==> config.mk <==
export PLATFORM = sky130hd
export DESIGN_NAME = drt_timers
export DESIGN_NICKNAME = d
export VERILOG_FILES = /design/src/drt_pkg.sv /design/src/drt_timers.sv
export SDC_FILE = /design/constraint.sdc
export NUM_CORES = 1
export LEC_CHECK = 0
export BUFFER_PORTS_ARGS = -buffer_cell sky130_fd_sc_hd__buf_2
export CAP_MARGIN = 20
export CELL_PAD_IN_SITES_DETAIL_PLACEMENT = 1
export CELL_PAD_IN_SITES_GLOBAL_PLACEMENT = 1
export CORE_ASPECT_RATIO = 2
export CORE_MARGIN = 2
export CORE_UTILIZATION = 40
export DETAILED_ROUTE_END_ITERATION = 16
export PLACE_DENSITY = 0.9
export RECOVER_POWER = 50
export SLEW_MARGIN = 30
export SYNTH_ARGS = -nofsm -noshare
export SYNTH_HDL_FRONTEND = slang
export SYNTH_SLANG_ARGS = --single-unit
export TNS_END_PERCENT = 100
==> constraint.sdc <==
create_clock -name clk_sys -period 3.7 [get_ports clk_sys]
set_clock_uncertainty 0.1 [all_clocks]
set_input_delay 0.37 -clock clk_sys [delete_from_list [all_inputs] [get_ports clk_sys]]
set_output_delay 0.37 -clock clk_sys [all_outputs]
set_load 0.005 [all_outputs]
==> src/drt_pkg.sv <==
// Summary of operation
// (RQ1) Middle timer is an 8-bit down counter with an 8-bit reload latch.
// (RQ2) Latch-only bit set: middle-timer write updates latch only; counter reloads at underflow.
// (RQ3) Latch-only bit clear: middle-timer write loads counter and latch together.
// (RQ4) Reset clears the latch-only write bit.
// (RQ5) Changing middle timer source leaves its reload latch unchanged.
// (RQ6) Software should rewrite a timer after changing its count source.
// (RQ7) Middle timer counts first-timer underflows (select 0) or system clocks (select 1).
// (RQ8) On underflow each timer sets its request, reloads from latch, keeps counting.
// (RQ9) Middle timer drives pulse output when enable and timer-select are both one.
// (RQ10) Middle timer pulse mode: each underflow toggles pin and sets its request.
// (RQ11) Polarity select zero starts output high, one starts it low.
// (RQ12) Third timer is an 8-bit down counter with an 8-bit reload latch.
// (RQ13) Changing third timer source leaves its reload latch unchanged.
// (RQ14) Third timer counts first-timer underflows (select 0) or clock divided by eight.
// (RQ15) Writes to the third timer always load counter and latch.
// (RQ16) Enable set, timer-select clear: first-timer underflows toggle the pulse pin.
// (RQ17) Underflow is a count pulse while counter is zero; reload on that event.
package drt_pkg;
    localparam int DRT_WIDTH = 8;
    localparam int DRT_MODE_WIDTH = 8;
    // Shared mode register field positions
    localparam int DRT_PSEL_BIT = 0;
    localparam int DRT_SRC2_BIT = 3;
    localparam int DRT_SRC3_BIT = 4;
    localparam int DRT_POL_BIT = 5;
    localparam int DRT_PEN_BIT = 6;
    localparam int DRT_LOW_BIT = 7;
    localparam logic [7:0] DRT_MODE_RST = 8'h00;
    localparam logic [7:0] DRT_CNT_RST = 8'hff;
    localparam logic [7:0] DRT_LATCH_RST = 8'hff;
    localparam logic [2:0] DRT_DIV8_RST = 3'h0;
    localparam logic [2:0] DRT_DIV8_LAST = 3'h7;
    localparam logic DRT_POUT_RST = 1'h1;
    localparam logic DRT_IRQ_RST = 1'h0;
endpackage : drt_pkg

==> src/drt_timers.sv <==
`timescale 1ns/1ps
module drt_timers #(
    parameter int WIDTH = drt_pkg::DRT_WIDTH
) (
    input wire logic clk_sys,
    input wire logic reset,
    input wire logic clk_en,
    input wire logic [drt_pkg::DRT_MODE_WIDTH-1:0] mode_wdata,
    input wire logic mode_we,
    input wire logic [WIDTH-1:0] timer_wdata,
    input wire logic middle_timer_we,
    input wire logic third_timer_we,
    input wire logic first_timer_underflow,
    output logic [drt_pkg::DRT_MODE_WIDTH-1:0] shared_timer_mode_reg,
    output logic [WIDTH-1:0] middle_timer_count,
    output logic [WIDTH-1:0] middle_timer_latch,
    output logic [WIDTH-1:0] third_timer_count,
    output logic [WIDTH-1:0] third_timer_latch,
    output logic middle_timer_irq_req,
    output logic third_timer_irq_req,
    output logic shared_pulse_output_pin
);
    import drt_pkg::*;

    // ****************************************
    // Parameter checks
    // ****************************************
    // Count and latch fields share the eight-bit write bus, so refuse anything else
    if (WIDTH != DRT_WIDTH)
    begin : g_bad_width
        $error("Timer width must match the write bus");
    end

    typedef struct packed {
        logic [7:0] mode;
        logic [WIDTH-1:0] cnt2;
        logic [WIDTH-1:0] lat2;
        logic [WIDTH-1:0] cnt3;
        logic [WIDTH-1:0] lat3;
        logic [2:0] div8;
        logic irq2;
        logic irq3;
        logic pout;
    } drt_state_t;

    drt_state_t st_q;
    drt_state_t st_d;

    logic latch_only_write_bit;
    logic middle_timer_source_select;
    logic third_timer_source_select;
    logic pulse_output_enable;
    logic pulse_output_timer_select;
    logic pulse_polarity_select;
    logic tick2;
    logic tick3;
    logic uf2;
    logic uf3;
    logic div8_tick;

    assign latch_only_write_bit = st_q.mode[DRT_LOW_BIT];
    assign middle_timer_source_select = st_q.mode[DRT_SRC2_BIT];
    assign third_timer_source_select = st_q.mode[DRT_SRC3_BIT];
    assign pulse_output_enable = st_q.mode[DRT_PEN_BIT];
    assign pulse_output_timer_select = st_q.mode[DRT_PSEL_BIT];
    assign pulse_polarity_select = st_q.mode[DRT_POL_BIT];

    // ****************************************
    // Count sources
    // ****************************************
    assign div8_tick = clk_en && (st_q.div8 == DRT_DIV8_LAST);
    assign tick2 = clk_en && (middle_timer_source_select ? 1'b1 : first_timer_underflow); // [RQ7]
    assign tick3 = clk_en && (third_timer_source_select ? div8_tick
                                                        : first_timer_underflow); // [RQ14]
    assign uf2 = tick2 && (st_q.cnt2 == '0); // [RQ17]
    assign uf3 = tick3 && (st_q.cnt3 == '0); // [RQ17]

    // ****************************************
    // Next state
    // ****************************************
    always_comb
    begin
        st_d = st_q;
        st_d.irq2 = 1'b0;
        st_d.irq3 = 1'b0;
        st_d.div8 = st_q.div8 + 3'h1;
        // Source switch touches only the mode bits; latches stay as written
        if (mode_we)
        begin
            st_d.mode = mode_wdata; // [RQ5] [RQ13]
            // Enabling the output presets the starting level
            if (mode_wdata[DRT_PEN_BIT] && !pulse_output_enable)
                st_d.pout = ~mode_wdata[DRT_POL_BIT]; // [RQ11]
        end
        if (!pulse_output_enable)
            st_d.pout = ~(mode_we ? mode_wdata[DRT_POL_BIT] : pulse_polarity_select); // [RQ11]
        // Middle timer
        if (uf2)
        begin
            st_d.cnt2 = st_q.lat2; // [RQ8] [RQ17]
            st_d.irq2 = 1'b1; // [RQ8] [RQ10]
        end
        else if (tick2)
            st_d.cnt2 = st_q.cnt2 - 1'b1; // [RQ1]
        if (middle_timer_we)
        begin
            st_d.lat2 = timer_wdata; // [RQ2] [RQ3]
            if (!latch_only_write_bit)
                st_d.cnt2 = timer_wdata; // [RQ3]
        end
        // Third timer
        if (uf3)
        begin
            st_d.cnt3 = st_q.lat3; // [RQ8]
            st_d.irq3 = 1'b1; // [RQ8]
        end
        else if (tick3)
            st_d.cnt3 = st_q.cnt3 - 1'b1; // [RQ12]
        if (third_timer_we)
        begin
            st_d.lat3 = timer_wdata; // [RQ15]
            st_d.cnt3 = timer_wdata; // [RQ15]
        end
        // Shared pulse pin
        if (pulse_output_enable)
        begin
            if (pulse_output_timer_select ? uf2 : (clk_en && first_timer_underflow))
                st_d.pout = ~st_q.pout; // [RQ9] [RQ10] [RQ16]
        end
        if (!clk_en)
            st_d = st_q;
    end

    always_ff @(posedge clk_sys)
    begin
        if (reset)
        begin
            st_q.mode <= DRT_MODE_RST; // [RQ4]
            st_q.cnt2 <= DRT_CNT_RST;
            st_q.lat2 <= DRT_LATCH_RST;
            st_q.cnt3 <= DRT_CNT_RST;
            st_q.lat3 <= DRT_LATCH_RST;
            st_q.div8 <= DRT_DIV8_RST;
            st_q.irq2 <= DRT_IRQ_RST;
            st_q.irq3 <= DRT_IRQ_RST;
            st_q.pout <= DRT_POUT_RST;
        end
        else
            st_q <= st_d;
    end

    assign shared_timer_mode_reg = st_q.mode;
    assign middle_timer_count = st_q.cnt2;
    assign middle_timer_latch = st_q.lat2;
    assign third_timer_count = st_q.cnt3;
    assign third_timer_latch = st_q.lat3;
    assign middle_timer_irq_req = st_q.irq2;
    assign third_timer_irq_req = st_q.irq3;
    assign shared_pulse_output_pin = st_q.pout;

    // ****************************************
    // Checks
    // ****************************************
    a_reset_low_clear: assert property (@(posedge clk_sys) // [RQ4]
        reset |=> !latch_only_write_bit)
        else $error("Latch-only bit not cleared by reset");
    a_direct_write_load: assert property (@(posedge clk_sys) disable iff (reset) // [RQ3]
        clk_en && middle_timer_we && !latch_only_write_bit && !mode_we
        |=> middle_timer_count == $past(timer_wdata) && middle_timer_latch == $past(timer_wdata))
        else $error("Direct write did not load counter and latch");
    a_latch_only_write: assert property (@(posedge clk_sys) disable iff (reset) // [RQ2]
        clk_en && middle_timer_we && latch_only_write_bit && !tick2
        |=> middle_timer_count == $past(st_q.cnt2))
        else $error("Latch-only write changed the counter");
    a_mid_uf_reload: assert property (@(posedge clk_sys) disable iff (reset) // [RQ8]
        uf2 && !middle_timer_we |=> middle_timer_irq_req && middle_timer_count == $past(st_q.lat2))
        else $error("Middle timer underflow did not reload");
    a_third_uf_irq: assert property (@(posedge clk_sys) disable iff (reset) // [RQ8]
        uf3 |=> third_timer_irq_req)
        else $error("Third timer underflow without request");
    a_third_write_both: assert property (@(posedge clk_sys) disable iff (reset) // [RQ15]
        clk_en && third_timer_we
        |=> third_timer_count == $past(timer_wdata) && third_timer_latch == $past(timer_wdata))
        else $error("Third timer write did not load both");
    a_mid_clk_count: assert property (@(posedge clk_sys) disable iff (reset) // [RQ7]
        clk_en && middle_timer_source_select && !mode_we && !middle_timer_we
        && st_q.cnt2 != 8'h00 |=> middle_timer_count == $past(st_q.cnt2) - 8'h01)
        else $error("Middle timer missed a clock count");
    a_pulse_toggle: assert property (@(posedge clk_sys) disable iff (reset) // [RQ10]
        uf2 && pulse_output_enable && pulse_output_timer_select && !mode_we
        |=> shared_pulse_output_pin != $past(shared_pulse_output_pin))
        else $error("Pulse pin did not toggle on underflow");
    a_pulse_first: assert property (@(posedge clk_sys) disable iff (reset) // [RQ16]
        clk_en && first_timer_underflow && pulse_output_enable && !pulse_output_timer_select
        && !mode_we |=> shared_pulse_output_pin != $past(shared_pulse_output_pin))
        else $error("Pulse pin did not follow first timer");
    a_pulse_idle: assert property (@(posedge clk_sys) disable iff (reset) // [RQ11]
        clk_en && !pulse_output_enable && !mode_we
        |=> shared_pulse_output_pin == !$past(pulse_polarity_select))
        else $error("Idle pulse level wrong");
    a_latch_keep: assert property (@(posedge clk_sys) disable iff (reset) // [RQ5] [RQ13]
        mode_we && !middle_timer_we && !third_timer_we
        |=> middle_timer_latch == $past(st_q.lat2) && third_timer_latch == $past(st_q.lat3))
        else $error("Source change disturbed a latch");

    // ****************************************
    // Checks: counting and reload
    // ****************************************
    a_latch_only_latch: assert property (@(posedge clk_sys) disable iff (reset) // [RQ2]
        clk_en && middle_timer_we && latch_only_write_bit
        |=> middle_timer_latch == $past(timer_wdata))
        else $error("Latch-only write missed the latch");

    a_mid_latch_hold: assert property (@(posedge clk_sys) disable iff (reset) // [RQ1]
        clk_en && !middle_timer_we
        |=> middle_timer_latch == $past(middle_timer_latch))
        else $error("Middle latch changed without a write");

    a_mid_first_hold: assert property (@(posedge clk_sys) disable iff (reset) // [RQ7]
        clk_en && !middle_timer_source_select && !first_timer_underflow && !middle_timer_we
        |=> middle_timer_count == $past(middle_timer_count))
        else $error("Middle timer counted without a first-timer underflow");

    a_mid_first_dec: assert property (@(posedge clk_sys) disable iff (reset) // [RQ7]
        clk_en && !middle_timer_source_select && first_timer_underflow && !middle_timer_we
        && st_q.cnt2 != 8'h00 |=> middle_timer_count == $past(st_q.cnt2) - 8'h01)
        else $error("Middle timer missed a first-timer underflow");

    a_mid_clk_uf: assert property (@(posedge clk_sys) disable iff (reset) // [RQ7] [RQ17]
        clk_en && middle_timer_source_select && st_q.cnt2 == 8'h00
        |=> middle_timer_irq_req)
        else $error("Middle timer missed an underflow on the clock");

    a_mid_irq_quiet: assert property (@(posedge clk_sys) disable iff (reset) // [RQ8]
        clk_en && !uf2
        |=> !middle_timer_irq_req)
        else $error("Middle request without an underflow");

    a_third_uf_reload: assert property (@(posedge clk_sys) disable iff (reset) // [RQ8]
        uf3 && !third_timer_we
        |=> third_timer_count == $past(st_q.lat3))
        else $error("Third timer underflow did not reload");

    a_third_first_dec: assert property (@(posedge clk_sys) disable iff (reset) // [RQ14]
        clk_en && !third_timer_source_select && first_timer_underflow && !third_timer_we
        && st_q.cnt3 != 8'h00 |=> third_timer_count == $past(st_q.cnt3) - 8'h01)
        else $error("Third timer missed a first-timer underflow");

    a_third_div_dec: assert property (@(posedge clk_sys) disable iff (reset) // [RQ14]
        div8_tick && third_timer_source_select && !third_timer_we
        && st_q.cnt3 != 8'h00 |=> third_timer_count == $past(st_q.cnt3) - 8'h01)
        else $error("Third timer missed a prescaler tick");

    a_third_div_hold: assert property (@(posedge clk_sys) disable iff (reset) // [RQ14]
        clk_en && third_timer_source_select && !div8_tick && !third_timer_we
        |=> third_timer_count == $past(third_timer_count))
        else $error("Third timer counted between prescaler ticks");

    // Prescaler free-runs from reset, so the first tick after a switch may come early
    a_div8_spacing: assert property (@(posedge clk_sys) disable iff (reset) // [RQ14]
        div8_tick
        |=> (!div8_tick) [*7])
        else $error("Prescaler ticked early");

    a_third_latch_hold: assert property (@(posedge clk_sys) disable iff (reset) // [RQ12]
        clk_en && !third_timer_we
        |=> third_timer_latch == $past(third_timer_latch))
        else $error("Third latch changed without a write");

    a_third_irq_quiet: assert property (@(posedge clk_sys) disable iff (reset) // [RQ8]
        clk_en && !uf3
        |=> !third_timer_irq_req)
        else $error("Third request without an underflow");

    // ****************************************
    // Checks: pulse pin
    // ****************************************
    // Mode writes are left out where a new mode only acts from the next cycle
    a_pulse_hold: assert property (@(posedge clk_sys) disable iff (reset) // [RQ10]
        clk_en && pulse_output_enable && pulse_output_timer_select && !uf2 && !mode_we
        |=> shared_pulse_output_pin == $past(shared_pulse_output_pin))
        else $error("Pulse pin moved between underflows");

    a_pulse_first_hold: assert property (@(posedge clk_sys) disable iff (reset) // [RQ9] [RQ16]
        clk_en && pulse_output_enable && !pulse_output_timer_select && !first_timer_underflow
        && !mode_we |=> shared_pulse_output_pin == $past(shared_pulse_output_pin))
        else $error("Pulse pin moved without a first-timer underflow");

    a_pulse_start: assert property (@(posedge clk_sys) disable iff (reset) // [RQ11]
        clk_en && mode_we && mode_wdata[DRT_PEN_BIT] && !pulse_output_enable
        |=> shared_pulse_output_pin == !$past(mode_wdata[DRT_POL_BIT]))
        else $error("Pulse pin started at the wrong level");

    // ****************************************
    // Checks: mode and enable
    // ****************************************
    a_mode_write: assert property (@(posedge clk_sys) disable iff (reset) // [RQ7] [RQ14]
        clk_en && mode_we
        |=> shared_timer_mode_reg == $past(mode_wdata))
        else $error("Mode write not stored");

    a_state_freeze: assert property (@(posedge clk_sys) disable iff (reset)
        !clk_en
        |=> $stable(st_q))
        else $error("State moved while the enable was low");
endmodule : drt_timers

# == Yosys cells after proc, flatten, opt, wreduce, memory -nomap -nowiden ==
# Cells that the tools add are included.
# op_classes
n_eq_ne,1
addsub,3
bitwise_logic,3
n_reduce_logical,15
muxes,18
# op_table
cell,count
8-bit 2-to-1 mux,5
16-bit 2-to-1 mux,2
8-bit zero test,2
8-bit by 1-bit subtractor with 8-bit output (second input constant),2
1-bit 2-to-1 mux,11
2-bit AND reduction,4
1-bit logical AND,7
3-bit by 1-bit adder with 3-bit output (second input constant),1
3-bit == test (second input constant),1
1-bit inverter,3
3-bit nonzero test,1
1-bit zero test,1
# totals
wordCells,49
out_inout_bits,43
inputBits,23
reg_bits,46

# == Logic depth before layout (Yosys ltp) ==
# logic_depth
depth_word,7
mapped_depth,8
ltp_nobuf,7

# == Worst setup path before layout ==
# Ideal clock, no wire load.
# synth_path
kind,register to register
startpoint,register st_q[3] in the netlist's numbering
endpoint,"register st_q, in the netlist third_timer_count[0]"
stages_incl_launch_ff,9
setup_time_ns,0.074
synth_period_minus_slack_ns,1.782
n_path_buf,1
required_time_ns,3.526
arrival_time_ns,1.607
slack_ns,1.918
cell_sequence,dfxtp_1 > ha_1 > ha_1 > mux2_2 > nand4_1 > buf_4 > nor2_1 > a211o_1 > a31oi_1
# synth_between
elab_chain_len,7
elab_cells_between_ends,9
classes_between,1 x eq/ne; 3 x mux; 5 x reduce/logical
# synth_rtl
item,line_no,source
start: declaration,drt_timers.sv:46,drt_state_t st_q;
start signal: assignment,drt_timers.sv:149,st_q <= st_d;
3-bit == test (*),drt_timers.sv:71,assign div8_tick = clk_en && (st_q.div8 == DRT_DIV8_LAST);
1-bit logical AND (*),drt_timers.sv:71,
1-bit 2-to-1 mux (*),drt_timers.sv:73,assign tick3 = clk_en && (third_timer_source_select ? div8_tick
1-bit logical AND (*),drt_timers.sv:73,
1-bit logical AND,drt_timers.sv:76,assign uf3 = tick3 && (st_q.cnt3 == '0);
3-bit nonzero test (no source line) or 8-bit 2-to-1 mux (tied branches),-,
2-bit AND reduction (no source line) or 16-bit 2-to-1 mux (tied branches),-,
# Every way passes the cells marked *; elsewhere a longest branch is shown, timed or not.
# A chain may end at the register's enable or synchronous reset.

# == Worst setup path after layout ==
# layout_path
startpoint,input clk_en
endpoint,"register st_q, in the netlist third_timer_count[6]"
# layout_between
elab_chain_len,6
elab_cells_between_ends,8
classes_between,3 x mux; 5 x reduce/logical
# layout_rtl
item,line_no,source
start: declaration,drt_timers.sv:7,"input wire logic clk_en,"
1-bit logical AND,drt_timers.sv:71,
1-bit 2-to-1 mux,drt_timers.sv:73,
1-bit logical AND,drt_timers.sv:73,
1-bit logical AND,drt_timers.sv:76,
3-bit nonzero test (no source line) or 8-bit 2-to-1 mux (tied branches),-,
2-bit AND reduction (no source line) or 16-bit 2-to-1 mux (tied branches),-,
# Parallel ways exist; a longest one is shown, timed or not.

==> key figures <==
Outcome
  • Status: finished clean

Floorplanning
  • Top Ports: 66
  • Initial Utilization: 40.86%
  • FP Rows: 42
  • Horiz. Die Dim: 61.69 um
  • Core Region: 0.006516 sq mm
  • Die Ht: 119.4 um
  • Die footprint: 0.007365 sq mm

GRT
  • Largest net degree at the start of global routing: 31
  • GR Util All Layers: 21.25%
  • Initial antenna violation count: 0
  • Vias in the first global route: 2,479
  • GRT overflow: 0
  • First-pass GRT wire length: 12,060 um

Synth
  • Post-synth top area share: 34.59%
  • Sequential area share after synthesis: 34.59%
  • Dominant cell type by area after synthesis: dfxtp_1
  • Syn nets: 370
  • Post-Syn Area per Cell: 7.763 sq um
  • Cells after Synth: 343
  • Top FF cell, synth: dfxtp_1
  • EDFF count, synth: 0
  • Most numerous cell in the Yosys netlist: nand3_1
  • FF+latch count, synth: 46
  • Synth top area cells: dfxtp_1, buf_4, nand3_1
  • Netlist Area Pre-Place: 0.002663 sq mm
  • Yosys cell types: 50
  • Yosys warnings: 0
  • Post-synth top cells: nand3_1, dfxtp_1, buf_4
  • Synth async-reset ratio: 0%

Place
  • Post-DP HPWL: 5582 um
  • Final RePlAce weighted congestion: 0.8557
  • IO buf count: 65
  • Placed cell count: 437

CTS
  • Root buffer cell: clkbuf_16
  • Clock tree buffer depth: 2
  • CTS resizes: 0
  • CTS H-tree depth: 2
  • Post-CTS Hold Buffers: 0
  • Worst-Skew Late Latency: 0.28 ns
  • Clock transition at path regs: 0.06 ns
  • Clock sink count: 46
  • Setup bufs post-CTS: 0
  • CTS tree: built
  • Num CTS Buffers: 5

Worst setup path
  • Critical path data required time: 3.77 ns
  • Cell family with most CP delay: buffers and inverters
  • Crit path kind: in -> reg
  • Critical Path Sink Type: flip-flop
  • Crit Path Max Fanout: 20
  • CP startpoint kind: input port
  • WP buf/inv: 2
  • CP peak stage delay: 0.81 ns
  • CP cell instances: clkbuf_1 > inv_1 > nor2_1 > o21ai_0 > a221o_1
  • Critical path arrival: 2.78 ns
  • Crit-path slowest cell: nor2_1

Flow run
  • Max cap viols: 0

Detailed routing
  • ANT nets after route: 0
  • DR vias: 2,536
  • Final routed DRC violation total: 0
  • DRT Wirelength: 7563 um
  • DR vias/cell: 5.699
  • Post-detailed-route wirelength per cell: 17.00 um
  • First-pass detailed-route iteration total: 4
  • 1st-iter DRT viols: 166

Timing
  • Final Cycle Share: 73.18%
  • Fin. Hold Viols: 0
  • Period minus WS final: 2.708 ns
  • Worst rel slew slack: 41.11%
  • Highest clock rate: 369.3 MHz
  • Unrepaired setup endpoints after global routing: no
  • Max-slew violation count: 0
  • TNS Setup: 0 ns
  • Setup Viol. Count Final: 0
  • Actual slew at the worst max-slew pin: 0.8801 ns

Final layout
  • Layout area overhead: 6.485%
  • Final std cells w/o fill: 445
  • Share of layout cells above drive strength 1: 17.37%
  • Final core occ: 43.51%
  • N_diodes: 0
  • Post-layout net count: 383

Power
  • Leak: 1.181 nW
  • Total power: 1.190 mW
  • Pwr/cell area: 419.6 mW/mm^2
  • Peak supply drop: 0.0002589 V

Hold path
  • Min-Delay Path Class: in -> reg
-- per-stage QoR --
stage	setup WS, ns	area [sq um]	hold WS, ns
floorplan	1.918	2663	0.3367
global placement	1.314	2711	0.3454
detailed placement	1.124	2711	0.3547
CTS	1.332	2859	0.2511
global route	0.7488	2835	0.2625
finish	0.9924	2835	0.2521
-- routing by layer --
metal  wire (um)  global-route usage [%]  vias up
li1            -                       -     1197
met1        2950                   25.80     1237
met2        4027                   36.78       90
met4         163                   6.516        0
met3         421                   3.149       12
met5           0                       0        -
-- cell usage in the layout, fill, tap and decap left out, types with 2 or more instances in the layout --
| cell | netlist | layout |
|---|---|---|
| a211o_1 | 4 | 4 |
| a21oi_1 | 23 | 23 |
| a221o_1 | 2 | 2 |
| a31oi_1 | 7 | 7 |
| and3_1 | 2 | 2 |
| buf_2 | 3 | 46 |
| clkbuf_1 | 12 | 20 |
| clkbuf_16 | 0 | 5 |
| dfxtp_1 | 46 | 46 |
| ha_1 | 4 | 4 |
| inv_1 | 8 | 8 |
| mux2i_1 | 6 | 6 |
| nand2_1 | 39 | 39 |
| nand2b_1 | 4 | 4 |
| nand3_1 | 48 | 48 |
| nand4_1 | 2 | 2 |
| nor2_1 | 27 | 27 |
| nor2b_1 | 2 | 2 |
| nor3_1 | 6 | 6 |
| o211ai_1 | 5 | 5 |
| o21ai_0 | 17 | 17 |
| o221ai_1 | 2 | 2 |
| xnor2_1 | 3 | 3 |
| xor2_1 | 2 | 2 |
-- cell type report --
cell class | instances | area (sq um)
clock buffer | 7 | 142.6
multi-input combinational | 229 | 1318
clock inverter | 1 | 5.005
tap | 88 | 110.1
timing repair buffer | 66 | 309.0
sequential | 46 | 920.9
inverter | 8 | 30.03
fill | 855 | 3681
-- cells by family after synthesis --
group	after synthesis	synth area share, %
AO/OA/AOI/OAI	73	17.67
XOR/XNOR	5	1.645
adder cells (fa/ha/maj)	4	1.880
buffers and inverters	68	15.93
flip-flops	46	34.59
multiplexers	7	2.679
AND/OR/NAND/NOR	140	25.61
-- tightest hold or removal path: cells and delay by family --
| family | cells | cell delay (ns) |
|---|---|---|
| simple gates | 1 | 0.07 |
| buf+inv | 1 | 0.09 |
| compound gates | 1 | 0.06 |
-- report_power, final --
part | total, mW | internal (mW) | switching [mW]
Clock | 0.449 | 0.268 | 0.181
Sequential | 0.566 | 0.528 | 0.0380
Combinational | 0.176 | 0.0693 | 0.106
-- path summary, 6_finish.rpt --
check	startpoint	endpoint	slack (ns)	depth (start not counted)
worst min-delay path	mode_wdata[0]	shared_timer_mode_reg[0]$_SDFFE_PP0P_	0.25	3
worst min register to register	shared_timer_mode_reg[1]$_SDFFE_PP0P_	shared_timer_mode_reg[1]$_SDFFE_PP0P_	0.36	2
worst max-delay path	clk_en	third_timer_count[6]$_SDFFE_PP1P_	0.99	5
worst max register to register	st_q[3]$_SDFFE_PP0P_	third_timer_count[6]$_SDFFE_PP1P_	1.34	7
No activity file was read; power rests on OpenSTA's default activity.
